**src/ccsr_defs.vh**
```
// Function
// - resume write: 0 retries, 1 terminates stall
// - ignore resume when no stall support/stall
// - resume write clears stall status flag
// - retry restarts at stage 1 translation
// - resumed transaction keeps original security state
// - model switch to terminate keeps stall flag
// - attribute register writes also retry, clear
// - resume register 32-bit write-only, bit0 only
// - control fields reset unknown except 6:5
// - user cache maintenance only when wide address
// - bypass security select when translation off
// - security field only in secure banks
// - write allocate hint, RAZ/WI if unsupported
// - read allocate hint, RAZ/WI if unsupported
// - shareability override, RAZ/WI if unsupported
// - memtype select applies bypass memory attrs
// - optional transient hint, RAZ/WI when absent
// - private ASID namespace bit is hint
// - translation enable bit, bypass when zero
// - interrupt and report enables reset zero
`ifndef CCSR_DEFS_VH
`define CCSR_DEFS_VH
// ****************************************************
// register byte offsets
// ****************************************************
`define CCSR_OFF_SCTL 12'h000
`define CCSR_OFF_RESUME 12'h004
`define CCSR_OFF_STATUS 12'h008
`define CCSR_OFF_ATTR 12'h00C
`define CCSR_OFF_ATTR2 12'h010
// ****************************************************
// control, resume and attr2 register fields
// ****************************************************
`define CCSR_B_XLATE 0
`define CCSR_B_FRPT 5
`define CCSR_B_FIRQ 6
`define CCSR_B_FMODEL 7
`define CCSR_B_ASIDP 12
`define CCSR_F_TRANS 15:14
`define CCSR_F_BYPASS_MEMORY_ATTRS 19:16
`define CCSR_B_MTSEL 20
`define CCSR_F_SHARE 23:22
`define CCSR_F_RALLOC 25:24
`define CCSR_F_WALLOC 27:26
`define CCSR_F_SEC 29:28
`define CCSR_B_UCI 30
`define CCSR_B_TNR 0
`define CCSR_B_WIDE 0
`define CCSR_SCTL_RST 32'h0000_0000
`define CCSR_SEC_SECURE 2'h2
`define CCSR_SEC_NONSEC 2'h3
// ****************************************************
// resume state machine
// ****************************************************
`define CCSR_ST_RUN 1'b0
`define CCSR_ST_STALL 1'b1
`endif

```
**src/ccsr_bank_ctl.v**
```verilog
`timescale 1ns/1ps
`default_nettype none
`include "ccsr_defs.vh"
// ****************************************************
// context bank stall/resume and bypass control
// ****************************************************
module ccsr_bank_ctl #(
   parameter STALL_SUPPORT = 1,
   parameter SECURE_BANK = 1,
   parameter WALLOC_SUPPORT = 1,
   parameter RALLOC_SUPPORT = 1,
   parameter SHARE_SUPPORT = 1,
   parameter TRANS_SUPPORT = 1
) (
   // clock and reset
   input wire pclk,
   input wire presetn,
   // apb slave
   input wire psel,
   input wire penable,
   input wire pwrite,
   input wire [11:0] paddr,
   input wire [31:0] pwdata,
   output reg [31:0] prdata,
   output wire pready,
   output wire pslverr,
   // fault pipeline
   input wire stall_evt,
   input wire stall_sec,
   // resume commands to pipeline
   output wire retry,
   output wire term,
   output wire retry_sec,
   output reg retry_stage1,
   output wire stalled,
   // bank controls
   output reg xlate_en,
   output reg fault_interrupt_enable,
   output reg fault_report_enable,
   output reg fault_model_select,
   output reg user_cache_maint_enable,
   output reg private_asid_namespace,
   // bypass attributes
   output reg [1:0] bypass_security_attr,
   output reg [1:0] bypass_write_alloc_hint,
   output reg [1:0] bypass_read_alloc_hint,
   output reg [1:0] bypass_share_attr,
   output reg bypass_memtype_select,
   output reg [3:0] bypass_memory_attrs,
   output reg [1:0] bypass_transient_hint
);
   // ****************************************************
   // storage
   // ****************************************************
   reg [31:0] sctl;
   reg [31:0] attr;
   reg [31:0] attr2;
   reg [31:0] next_sctl;
   reg [31:0] next_rdata;
   reg addr_ok;
   reg wr_ok;
   wire acc_wr;
   wire setup;
   wire wr_sctl;
   wire wr_resume;
   wire wr_attr;
   wire wr_attr2;
   wire wide;

   ccsr_apb_port u_port (
      .pclk(pclk),
      .presetn(presetn),
      .psel(psel),
      .penable(penable),
      .pwrite(pwrite),
      .pready(pready),
      .pslverr(pslverr),
      .addr_ok(addr_ok),
      .wr_ok(wr_ok),
      .acc_wr(acc_wr),
      .setup(setup)
   );

   ccsr_resume_ctl #(
      .STALL_SUPPORT(STALL_SUPPORT)
   ) u_resume (
      .pclk(pclk),
      .presetn(presetn),
      .stall_evt(stall_evt),
      .stall_sec(stall_sec),
      .model_stall(sctl[`CCSR_B_FMODEL]),
      .resume_wr(wr_resume),
      .resume_tnr(pwdata[`CCSR_B_TNR]),
      .attr_wr(wr_attr | wr_attr2),
      .stalled(stalled),
      .retry(retry),
      .term(term),
      .retry_sec(retry_sec)
   );

   // ****************************************************
   // address decode
   // ****************************************************
   assign wr_sctl = acc_wr & (paddr == `CCSR_OFF_SCTL);
   // only bit 0 has meaning, upper bits dropped
   assign wr_resume = acc_wr & (paddr == `CCSR_OFF_RESUME);
   assign wr_attr = acc_wr & (paddr == `CCSR_OFF_ATTR);
   assign wr_attr2 = acc_wr & (paddr == `CCSR_OFF_ATTR2);
   assign wide = attr2[`CCSR_B_WIDE];

   always @* begin
      addr_ok = 1'b1;
      wr_ok = 1'b1;
      next_rdata = 32'h0000_0000;
      if (paddr == `CCSR_OFF_SCTL) begin
         next_rdata = sctl;
      end else if (paddr == `CCSR_OFF_RESUME) begin
         // write-only: reads return zero
         next_rdata = 32'h0000_0000;
      end else if (paddr == `CCSR_OFF_STATUS) begin
         wr_ok = 1'b0;
         next_rdata = {31'h0000_0000, stalled};
      end else if (paddr == `CCSR_OFF_ATTR) begin
         next_rdata = attr;
      end else if (paddr == `CCSR_OFF_ATTR2) begin
         next_rdata = attr2;
      end else begin
         addr_ok = 1'b0;
      end
   end

   // ****************************************************
   // control register write masking
   // ****************************************************
   always @* begin
      next_sctl = 32'h0000_0000;
      next_sctl[`CCSR_B_XLATE] = pwdata[`CCSR_B_XLATE];
      next_sctl[`CCSR_B_FRPT] = pwdata[`CCSR_B_FRPT];
      next_sctl[`CCSR_B_FIRQ] = pwdata[`CCSR_B_FIRQ];
      next_sctl[`CCSR_B_FMODEL] = pwdata[`CCSR_B_FMODEL];
      next_sctl[`CCSR_B_ASIDP] = pwdata[`CCSR_B_ASIDP];
      next_sctl[`CCSR_B_MTSEL] = pwdata[`CCSR_B_MTSEL];
      next_sctl[`CCSR_F_BYPASS_MEMORY_ATTRS] = pwdata[`CCSR_F_BYPASS_MEMORY_ATTRS];
      next_sctl[`CCSR_B_UCI] = pwdata[`CCSR_B_UCI];
      if (SECURE_BANK != 0) begin
         next_sctl[`CCSR_F_SEC] = pwdata[`CCSR_F_SEC];
      end
      if (WALLOC_SUPPORT != 0) begin
         next_sctl[`CCSR_F_WALLOC] = pwdata[`CCSR_F_WALLOC];
      end
      if (RALLOC_SUPPORT != 0) begin
         next_sctl[`CCSR_F_RALLOC] = pwdata[`CCSR_F_RALLOC];
      end
      if (SHARE_SUPPORT != 0) begin
         next_sctl[`CCSR_F_SHARE] = pwdata[`CCSR_F_SHARE];
      end
      if (TRANS_SUPPORT != 0) begin
         next_sctl[`CCSR_F_TRANS] = pwdata[`CCSR_F_TRANS];
      end
   end

   // ****************************************************
   // registers
   // ****************************************************
   // unknown-reset fields settle to zero here
   always @(posedge pclk or negedge presetn) begin
      if (!presetn) begin
         sctl <= `CCSR_SCTL_RST;
         attr <= 32'h0000_0000;
         attr2 <= 32'h0000_0000;
         prdata <= 32'h0000_0000;
      end else begin
         if (wr_sctl) begin
            sctl <= next_sctl;
         end
         if (wr_attr) begin
            attr <= pwdata;
         end
         if (wr_attr2) begin
            attr2 <= pwdata;
         end
         // read data captured in setup, held for access
         if (setup & ~pwrite) begin
            prdata <= next_rdata;
         end
      end
   end

   // ****************************************************
   // bank outputs
   // ****************************************************
   // a one-cycle lag after the write; traffic from
   // one cycle after the apb completion sees the new value
   always @(posedge pclk or negedge presetn) begin
      if (!presetn) begin
         xlate_en <= 1'b0;
         fault_interrupt_enable <= 1'b0;
         fault_report_enable <= 1'b0;
         fault_model_select <= 1'b0;
         user_cache_maint_enable <= 1'b0;
         private_asid_namespace <= 1'b0;
         bypass_security_attr <= 2'h0;
         bypass_write_alloc_hint <= 2'h0;
         bypass_read_alloc_hint <= 2'h0;
         bypass_share_attr <= 2'h0;
         bypass_memtype_select <= 1'b0;
         bypass_memory_attrs <= 4'h0;
         bypass_transient_hint <= 2'h0;
         retry_stage1 <= 1'b0;
      end else begin
         xlate_en <= sctl[`CCSR_B_XLATE];
         fault_interrupt_enable <= sctl[`CCSR_B_FIRQ];
         fault_report_enable <= sctl[`CCSR_B_FRPT];
         fault_model_select <= sctl[`CCSR_B_FMODEL];
         // ignored unless the wide address scheme is on
         user_cache_maint_enable <= sctl[`CCSR_B_UCI] & wide;
         private_asid_namespace <= sctl[`CCSR_B_ASIDP];
         // retries always go back to stage 1 so
         // translation control changes are seen
         retry_stage1 <= 1'b1;
         if (sctl[`CCSR_B_XLATE]) begin
            bypass_security_attr <= 2'h0;
            bypass_write_alloc_hint <= 2'h0;
            bypass_read_alloc_hint <= 2'h0;
            bypass_share_attr <= 2'h0;
            bypass_memtype_select <= 1'b0;
            bypass_memory_attrs <= 4'h0;
            bypass_transient_hint <= 2'h0;
         end else begin
            bypass_security_attr <= sctl[`CCSR_F_SEC];
            bypass_write_alloc_hint <= sctl[`CCSR_F_WALLOC];
            bypass_read_alloc_hint <= sctl[`CCSR_F_RALLOC];
            bypass_share_attr <= sctl[`CCSR_F_SHARE];
            bypass_memtype_select <= sctl[`CCSR_B_MTSEL];
            if (sctl[`CCSR_B_MTSEL]) begin
               bypass_memory_attrs <= sctl[`CCSR_F_BYPASS_MEMORY_ATTRS];
            end else begin
               bypass_memory_attrs <= 4'h0;
            end
            bypass_transient_hint <= sctl[`CCSR_F_TRANS];
         end
      end
   end
endmodule
`default_nettype wire

```
**src/ccsr_apb_port.v**
```verilog
`timescale 1ns/1ps
`default_nettype none
// ****************************************************
// apb handshake: one wait-free access phase
// ****************************************************
module ccsr_apb_port (
   // clock and reset
   input wire pclk,
   input wire presetn,
   // apb
   input wire psel,
   input wire penable,
   input wire pwrite,
   output reg pready,
   output reg pslverr,
   // decode from register file
   input wire addr_ok,
   input wire wr_ok,
   // access strobes
   output wire acc_wr,
   output wire setup
);
   assign setup = psel & ~penable;
   // write lands only at the completing edge
   assign acc_wr = psel & penable & pready & pwrite & ~pslverr;
   // registered answer so pready comes from a flop
   always @(posedge pclk or negedge presetn) begin
      if (!presetn) begin
         pready <= 1'b0;
         pslverr <= 1'b0;
      end else if (setup) begin
         pready <= 1'b1;
         pslverr <= ~addr_ok | (pwrite & ~wr_ok);
      end else begin
         pready <= 1'b0;
         pslverr <= 1'b0;
      end
   end
endmodule
`default_nettype wire

```
**src/ccsr_resume_ctl.v**
```verilog
`timescale 1ns/1ps
`default_nettype none
`include "ccsr_defs.vh"
// ****************************************************
// stall hold and resume sequencing
// ****************************************************
module ccsr_resume_ctl #(
   parameter STALL_SUPPORT = 1
) (
   // clock and reset
   input wire pclk,
   input wire presetn,
   // fault side
   input wire stall_evt,
   input wire stall_sec,
   input wire model_stall,
   // software side
   input wire resume_wr,
   input wire resume_tnr,
   input wire attr_wr,
   // results
   output reg stalled,
   output reg retry,
   output reg term,
   output reg retry_sec
);
   reg held_sec;
   wire go;
   wire take;
   // attribute writes retry as well
   assign go = stalled & (resume_wr | attr_wr);
   // model switch does not touch stall flag
   assign take = (STALL_SUPPORT != 0) & stall_evt & model_stall;
   always @(posedge pclk or negedge presetn) begin
      if (!presetn) begin
         stalled <= `CCSR_ST_RUN;
         retry <= 1'b0;
         term <= 1'b0;
         retry_sec <= 1'b0;
         held_sec <= 1'b0;
      end else begin
         retry <= go & ~(resume_wr & resume_tnr);
         term <= go & resume_wr & resume_tnr;
         retry_sec <= go ? held_sec : retry_sec;
         case (stalled)
            `CCSR_ST_RUN: begin
               if (take) begin
                  stalled <= `CCSR_ST_STALL;
                  held_sec <= stall_sec;
               end
            end
            default: begin
               // new stall in the clearing cycle wins
               if (go & take) begin
                  held_sec <= stall_sec;
               end else if (go) begin
                  stalled <= `CCSR_ST_RUN;
               end
            end
         endcase
      end
   end
endmodule
`default_nettype wire

```
**config.mk**
```make
export PLATFORM = sky130hd
export DESIGN_NAME = ccsr_bank_ctl
export DESIGN_NICKNAME = d
export VERILOG_FILES = /design/src/ccsr_bank_ctl.v /design/src/ccsr_apb_port.v /design/src/ccsr_resume_ctl.v
export VERILOG_INCLUDE_DIRS = /design/src /design/src/src
export SDC_FILE = /design/constraint.sdc
export NUM_CORES = 1
export LEC_CHECK = 0
export ABC_AREA = 1
export BUFFER_PORTS_ARGS = -buffer_cell sky130_fd_sc_hd__buf_4
export CAP_MARGIN = 0
export CORE_ASPECT_RATIO = 1.75
export CORE_MARGIN = 1.5
export CORE_UTILIZATION = 55
export DETAILED_ROUTE_END_ITERATION = 8
export HOLD_SLACK_MARGIN = 0.08
export MAX_ROUTING_LAYER = met4
export PLACE_DENSITY = 0.84
export SETUP_SLACK_MARGIN = 0.15
export SLEW_MARGIN = 20
export SYNTH_ARGS = -nofsm -noshare
export SYNTH_HDL_FRONTEND = slang
export SYNTH_HIERARCHICAL = 1
export SYNTH_SLANG_ARGS = --single-unit
```
**constraint.sdc**
```tcl
create_clock -name pclk -period 2.3 [get_ports pclk]
set_clock_uncertainty 0.2 [all_clocks]
set_input_delay 0.345 -clock pclk [delete_from_list [all_inputs] [get_ports pclk]]
set_output_delay 0.345 -clock pclk [all_outputs]
set_load 0.01 [all_outputs]
```
==> impl_metrics.tcl, run 1 <==
set metrics [dict create \
    switching_share_pct 20.1 \
    startpoint_type "flip-flop" \
    seqPwrFrac_pct 43.8 \
    hold_violations 0 \
    grt_max_degree 51 \
    core_um2 11100 \
    slowest_stage "dfrtp_1" \
    hpwl_mm 10.0 \
    leakagePower_nw 4.41 \
    worst_slack_ns 0.270 \
    crit_chain "nand3b_1 > nor2_1 > nand4_1 > buf_4 > o21ai_0" \
    antenna_found_initial 0 \
    fin_crit_ns 2.03 \
    rows 51 \
    syn_to_final_growth_pct 30.9 \
    rsz0062_at_grt "false" \
    ant_nets 0 \
    intPower_mw 4.70 \
    grt_pass1_vias 5589 \
    path_max_fanout 44 \
    drc_errors 0 \
    switching_power_mw 1.18 \
    final_nets 899 \
    die_area_um2 12100 \
    place_ws_ns 0.235 \
    postCtsSetupRepairBufs 0 \
    worstPathArrival_ns 2.15 \
    total_power_mw 5.88 \
    grt_first_pass_wirelength_mm 27.0 \
    ys_warn_count 6 \
    use_met3_pct 5.71 \
    finalMaxSlewViolations 0 \
    synthFlopType "dfrtp_1" \
    routed_via_density 5.56 \
    drv_cap 0 \
    synth_area_leader_cell "dfrtp_1" \
    avgSynthCellArea_um2 8.92 \
    clkTransAtPathRegs_ns 0.06 \
    synth_cells 704 \
    drt_wl_total_mm 16.5 \
    io_pins 111 \
    top_usage_layer "met2" \
    period_share_pct 88.3 \
    cts-root-buf "clkbuf_16" \
    critical_path_class "flip-flop to flip-flop" \
    gp_congestion 0.877 \
    wl_per_cell_um 16.6 \
    antenna_cells 0 \
    cp_slowest_stage_delay_ns 0.38 \
    yosysUniqueCellTypes 28 \
    syn_area_um2 6280 \
    crit_buf_inv 1 \
    cts_resized 0 \
    end_kind "flip-flop" \
    yosys_register_bits 146 \
    use_met2_pct 50.9 \
    min_path_type "flip-flop to flip-flop" \
    power_density_nw_per_um2 715 \
    cts.sinks 146 \
    yosys.area.top_type_share_pct 58.2 \
    yosysMostFrequentCell "nand2_1" \
    die_x_um 83.8 \
    layout-drive-gt1-share_pct 22.9 \
    ys_seq_area_share_pct 58.2 \
    pwr-share-clk_pct 51.5 \
    tightest_slew_ns 1.07 \
    cts_buffers 17 \
    cts_tree "yes" \
    cts-hold-fix-buffers 37 \
    die_h_um 144 \
    synth_nets 755 \
    synthTopCellsByArea "dfrtp_1 (58%), nand2_1 (15%), nand3_1 (6.5%), o21ai_1 (4.3%), inv_1 (3.5%)" \
    clock_latency_ns 0.42 \
    grt_usage_pct 29.5 \
    via_count 5512 \
    max_slew_margin_pct 28.6 \
    firstDrtPassIters 7 \
    synth_edf_count 0 \
    vdd_drop_max_uv 616 \
    use_met1_pct 33.5 \
    clockBufferDepth 2 \
    required_ns 2.42 \
    placement.io_buffers 110 \
    tns_ns 0 \
    power_frac_comb_pct 4.7 \
    cp_top_family "simple AND/OR/NAND/NOR gates" \
    cts_max_level 4 \
    synthArstFlopShare_pct 100 \
    run_status "complete, no violations" \
    ys_top_cells_by_count "nand2_1 (243), dfrtp_1 (146), nand3_1 (81)" \
    initial_core_util_pct 56.5 \
    setup_viol 0 \
    grt-ovfl-total 0 \
    fmax_mhz 493 \
    drt_iter0_markers 495 \
]
per-layer routing:
layer | share of wire, % | wire (um)
met5 | 0 | 0
met4 | 3.3 | 542
met3 | 6.2 | 1020
met2 | 54 | 8860
met1 | 37 | 6060
stage by stage:
stage                     hold slack [ns]  instance area, um^2  utilization (%)  instances
after floorplan                    -0.151                 6280                -        704
after global placement              0.115                 7200             64.8        924
after detailed placement            0.122                 7200             64.8        924
after CTS                           0.209                 8220             74.0        992
after global routing                0.227                 8220             74.0        992
final                               0.207                 8220             74.0        992
cells by family (layout without fill, tap and decap cells):
family / count (synthesis) / in the layout / synth area share (%)
DFF: 146 / 146 / 58.2
buffers and inverters: 99 / 255 / 7.75
other: 1 / 1 / 0.0597
AOI/OAI and AO/OA: 90 / 90 / 8.59
and+or+nand+nor: 368 / 368 / 25.4
state kept, by name (all words and copies together) (netlist names), 2 cells and up:
register and cells:
bypass_memory_attrs 4, sctl 21, bypass_security_attr 2, bypass_read_alloc_hint 2, bypass_share_attr 2, bypass_write_alloc_hint 2, attr2 32, bypass_transient_hint 2
attr 32, prdata 32
power groups by stage:
stage	clock [mW]	sequential, mW	combinational (mW)
2_1_floorplan	0	2.62	0.0628
3_3_place_gp	0	2.62	0.218
3_5_place_dp	0	2.62	0.224
4_1_cts	3.04	2.57	0.276
5_1_grt	3.16	2.57	0.303
6_report	3.03	2.57	0.275
cell type report:
class,count,area (um^2)
Tap cell,132,165
Sequential cell,146,3650
Multi-Input combinational cell,459,2140
Clock inverter,9,178
Inverter,60,225
Fill cell,747,2890
Clock buffer,22,474
Timing Repair Buffer,164,1380
cell usage in the layout (no fill, tap or decap):
cell	count
a21oi_1	1
a21oi_2	1
and3_2	1
buf_12	4
buf_4	122
buf_6	1
bufinv_16	5
clkbuf_1	2
clkbuf_16	17
clkbuf_8	3
clkinv_2	1
clkinvlp_4	3
conb_1	1
dfrtp_1	146
dlygate4sd3_1	37
inv_1	59
inv_2	1
nand2_1	243
nand2_2	2
nand2_4	3
nand3_1	81
nand3_2	1
nand3b_1	1
nand4_1	2
nor2_1	23
nor2_2	4
nor2_4	4
nor2_8	1
nor3_4	1
nor3b_1	1
o211ai_1	1
o21ai_0	11
o21ai_1	54
o21ai_2	22
final timing paths:
path	start	end	slack, ns	cells past startpoint
min in group asynchronous	presetn	attr2[25]$_DFFE_PN0P_	0.22	2
worst max-delay path	u_port/pslverr$_DFF_PN0_	attr2[24]$_DFFE_PN0P_	0.27	5
max in group asynchronous	presetn	attr2[7]$_DFFE_PN0P_	1.06	3
worst max register to register	u_port/pslverr$_DFF_PN0_	attr2[24]$_DFFE_PN0P_	0.27	5
worst min-delay path	sctl[12]$_DFFE_PN0P_	private_asid_namespace$_DFF_PN0_	0.21	0
worst min register to register	sctl[12]$_DFFE_PN0P_	private_asid_namespace$_DFF_PN0_	0.21	0
(Power assumes the default switching activity.)
==> run 2, diff against run 1 <==
CTS_CLUSTER_SIZE = 8   (was unset)
SYNTH_HIERARCHICAL = unset   (was 1)
clock period = 2.55 ns   (was 2.3 ns; I/O delays follow)
==> run 2 against run 1 <==
Compared with the run above: global-route usage up 0.66 points; setup slack better by 0.10 ns; die area down 2.7%; sequential share of layout area up 1.9 points; critical endpoint is now u_resume.retry_sec$_DFFE_PN0P_.
==> impl_metrics.tcl, run 2 <==
set metrics [dict create \
    hpwl_mm 9.96 \
    yosysUniqueCellTypes 29 \
    synth_area_leader_cell "dfrtp_1" \
    synthTopCellsByArea "dfrtp_1 (60%), nand2_1 (16%), nand3_1 (3.8%), inv_1 (3.6%), o21ai_1 (3.0%)" \
    gp_congestion 0.913 \
    antenna_found_initial 0 \
    cp_top_family "buffers and inverters" \
    ys_top_cells_by_count "nand2_1 (261), dfrtp_1 (146), inv_1 (58)" \
    crit_chain "dlygate4sd3_1 > buf_4 > nand3_1 > nor2_4 > nand4_2 > buf_4 > nand3_1 > nand2_1 > nand2_1 > nand2_1" \
    run_status "complete, no violations" \
    synthFlopType "dfrtp_1" \
    top_regs "attr2 x32, attr x32, prdata x32" \
    drc_errors 0 \
    startpoint_type "input pin" \
    crit_buf_inv 3 \
    drv_cap 0 \
    grt_usage_pct 30.2 \
    final_cell_mix "nand2_1 (260), dfrtp_1 (146), buf_4 (118), inv_1 (57), nand3_1 (46)" \
    cts_tree "yes" \
    critical_path_class "input pin to flip-flop" \
    path_max_fanout 57 \
    finalMaxSlewViolations 0 \
    synth_edf_count 0 \
    syn_to_final_growth_pct 29.0 \
    worstPathArrival_ns 2.33 \
    cts-root-buf "clkbuf_16" \
    worst_slack_ns 0.371 \
    layout-drive-gt1-share_pct 20.8 \
    ys_warn_count 0 \
    layout_commonest_cell "nand2_1" \
    cts_buffers 17 \
    grt_pass1_vias 5495 \
    place_ws_ns 0.444 \
    drt_wl_total_mm 15.8 \
    rsz0062_at_grt "false" \
    cts_max_level 4 \
    firstDrtPassIters 6 \
    tightest_slew_ns 0.704 \
    clkTransAtPathRegs_ns 0.06 \
    synth_nets 750 \
    slowest_stage "dlygate4sd3_1" \
    required_ns 2.71 \
    ys_seq_area_share_pct 59.8 \
    total_power_mw 4.84 \
    routed_via_density 5.41 \
    die_h_um 142 \
    yosys_register_bits 146 \
    power_density_nw_per_um2 614 \
    die_area_um2 11800 \
    fill_cells 756 \
    grt-ovfl-total 0 \
    period_share_pct 85.5 \
    min_path_type "input pin to flip-flop" \
    hold_violations 0 \
    io_pins 111 \
    cts.sinks 146 \
    clockBufferDepth 2 \
    yosys.area.top_type_share_pct 59.8 \
    ant_nets 0 \
    rows 50 \
    die_x_um 82.6 \
    tns_ns 0 \
    vdd_drop_max_uv 570 \
    synth_cells 699 \
    end_kind "flip-flop" \
    clock_latency_ns 0.42 \
    fmax_mhz 459 \
    max_slew_margin_pct 53.1 \
    core_um2 10800 \
    grt_first_pass_wirelength_mm 25.6 \
    final_nets 891 \
    leakagePower_nw 4.22 \
    syn_area_um2 6100 \
    grt_max_degree 62 \
    placement.io_buffers 110 \
    cp_slowest_stage_delay_ns 0.53 \
    drt_iter0_markers 552 \
    antenna_cells 0 \
    yosysMostFrequentCell "nand2_1" \
    postCtsSetupRepairBufs 0 \
    fin_crit_ns 2.18 \
    via_count 5317 \
    whs_ns 0.0869 \
    initial_core_util_pct 56.7 \
    cp_common_cell "nand2_1" \
    avgSynthCellArea_um2 8.73 \
    wl_per_cell_um 16.1 \
    setup_viol 0 \
    synthArstFlopShare_pct 100 \
]
==> run 2: logic make-up after synthesis <==
| group | Yosys count | synth area share, % |
|---|---|---|
| and+or+nand+nor | 368 | 25.1 |
| DFF | 146 | 59.8 |
| buffers and inverters | 94 | 7.19 |
| AOI/OAI and AO/OA | 90 | 7.77 |
| other | 1 | 0.0614 |
==> run 2: per-stage QoR <==
| step | instance area (um^2) | util [%] | std cells |
|---|---|---|---|
| 4_1_cts | 7870 | 73.2 | 982 |
| 2_1_floorplan | 6100 | - | 699 |
| 3_5_place_dp | 6990 | 64.9 | 917 |
| 5_1_grt | 7880 | 73.2 | 982 |
| 3_3_place_gp | 6990 | 64.9 | 917 |
| 6_report | 7880 | 73.2 | 982 |
==> run 2: layout make-up <==
type	instances	area (um^2)	area share, %
sequential	146	3650	46.4
multi-input combinational	459	2020	25.6
timing repair buffer	154	1260	16.0
clock buffer	19	453	5.75
inverter	62	241	3.07
tap	130	163	2.07
clock inverter	12	91.3	1.16
==> run 2: per-layer routing <==
metal  global-route usage, %  part of all wire, %  vias up
met5                       -                    0        -
met4                    13.3                  3.4        0
met3                    7.37                  5.6       43
met2                    51.5                   54      215
met1                    32.4                   37     2590
li1                        -                    -     2469
==> run 2: worst register-to-register path: stages, from the launching register on <==
cell	delay, ns
dfrtp_1	0.38
inv_1	0.05
nand3_1	0.13
nor2_4	0.21
nand4_2	0.11
buf_4	0.33
nand3_1	0.19
nand2_1	0.08
nand2_1	0.07
nand2_1	0.04
==> run 2: power breakdown <==
group / internal [mW] / switching [mW] / total (mW)
clock network: 1.37 / 0.915 / 2.28
registers: 2.32 / 0.00148 / 2.32
logic: 0.103 / 0.128 / 0.231
total: 3.79 / 1.04 / 4.84
==> run 2: final timing paths <==
check	startpoint	end	slack, ns	cells past startpoint
setup / recovery	pwrite	u_resume.retry_sec$_DFFE_PN0P_	0.37	10
hold / removal	pwdata[20]	attr[20]$_DFFE_PN0P_	0.09	3
setup reg to reg	u_port.pslverr$_DFF_PN0_	u_resume.retry_sec$_DFFE_PN0P_	0.63	9
hold reg to reg	sctl[5]$_DFFE_PN0P_	fault_report_enable$_DFF_PN0_	0.21	0
max in group asynchronous	presetn	sctl[12]$_DFFE_PN0P_	1.10	3
min in group asynchronous	presetn	prdata[14]$_DFFE_PN0P_	0.30	2
==> run 2: repair_timing <==
action,CTS,global route
endpoints found under the hold margin,113,0
setup endpoints to repair,0,32
hold buffers,34,0
resized for setup,0,1
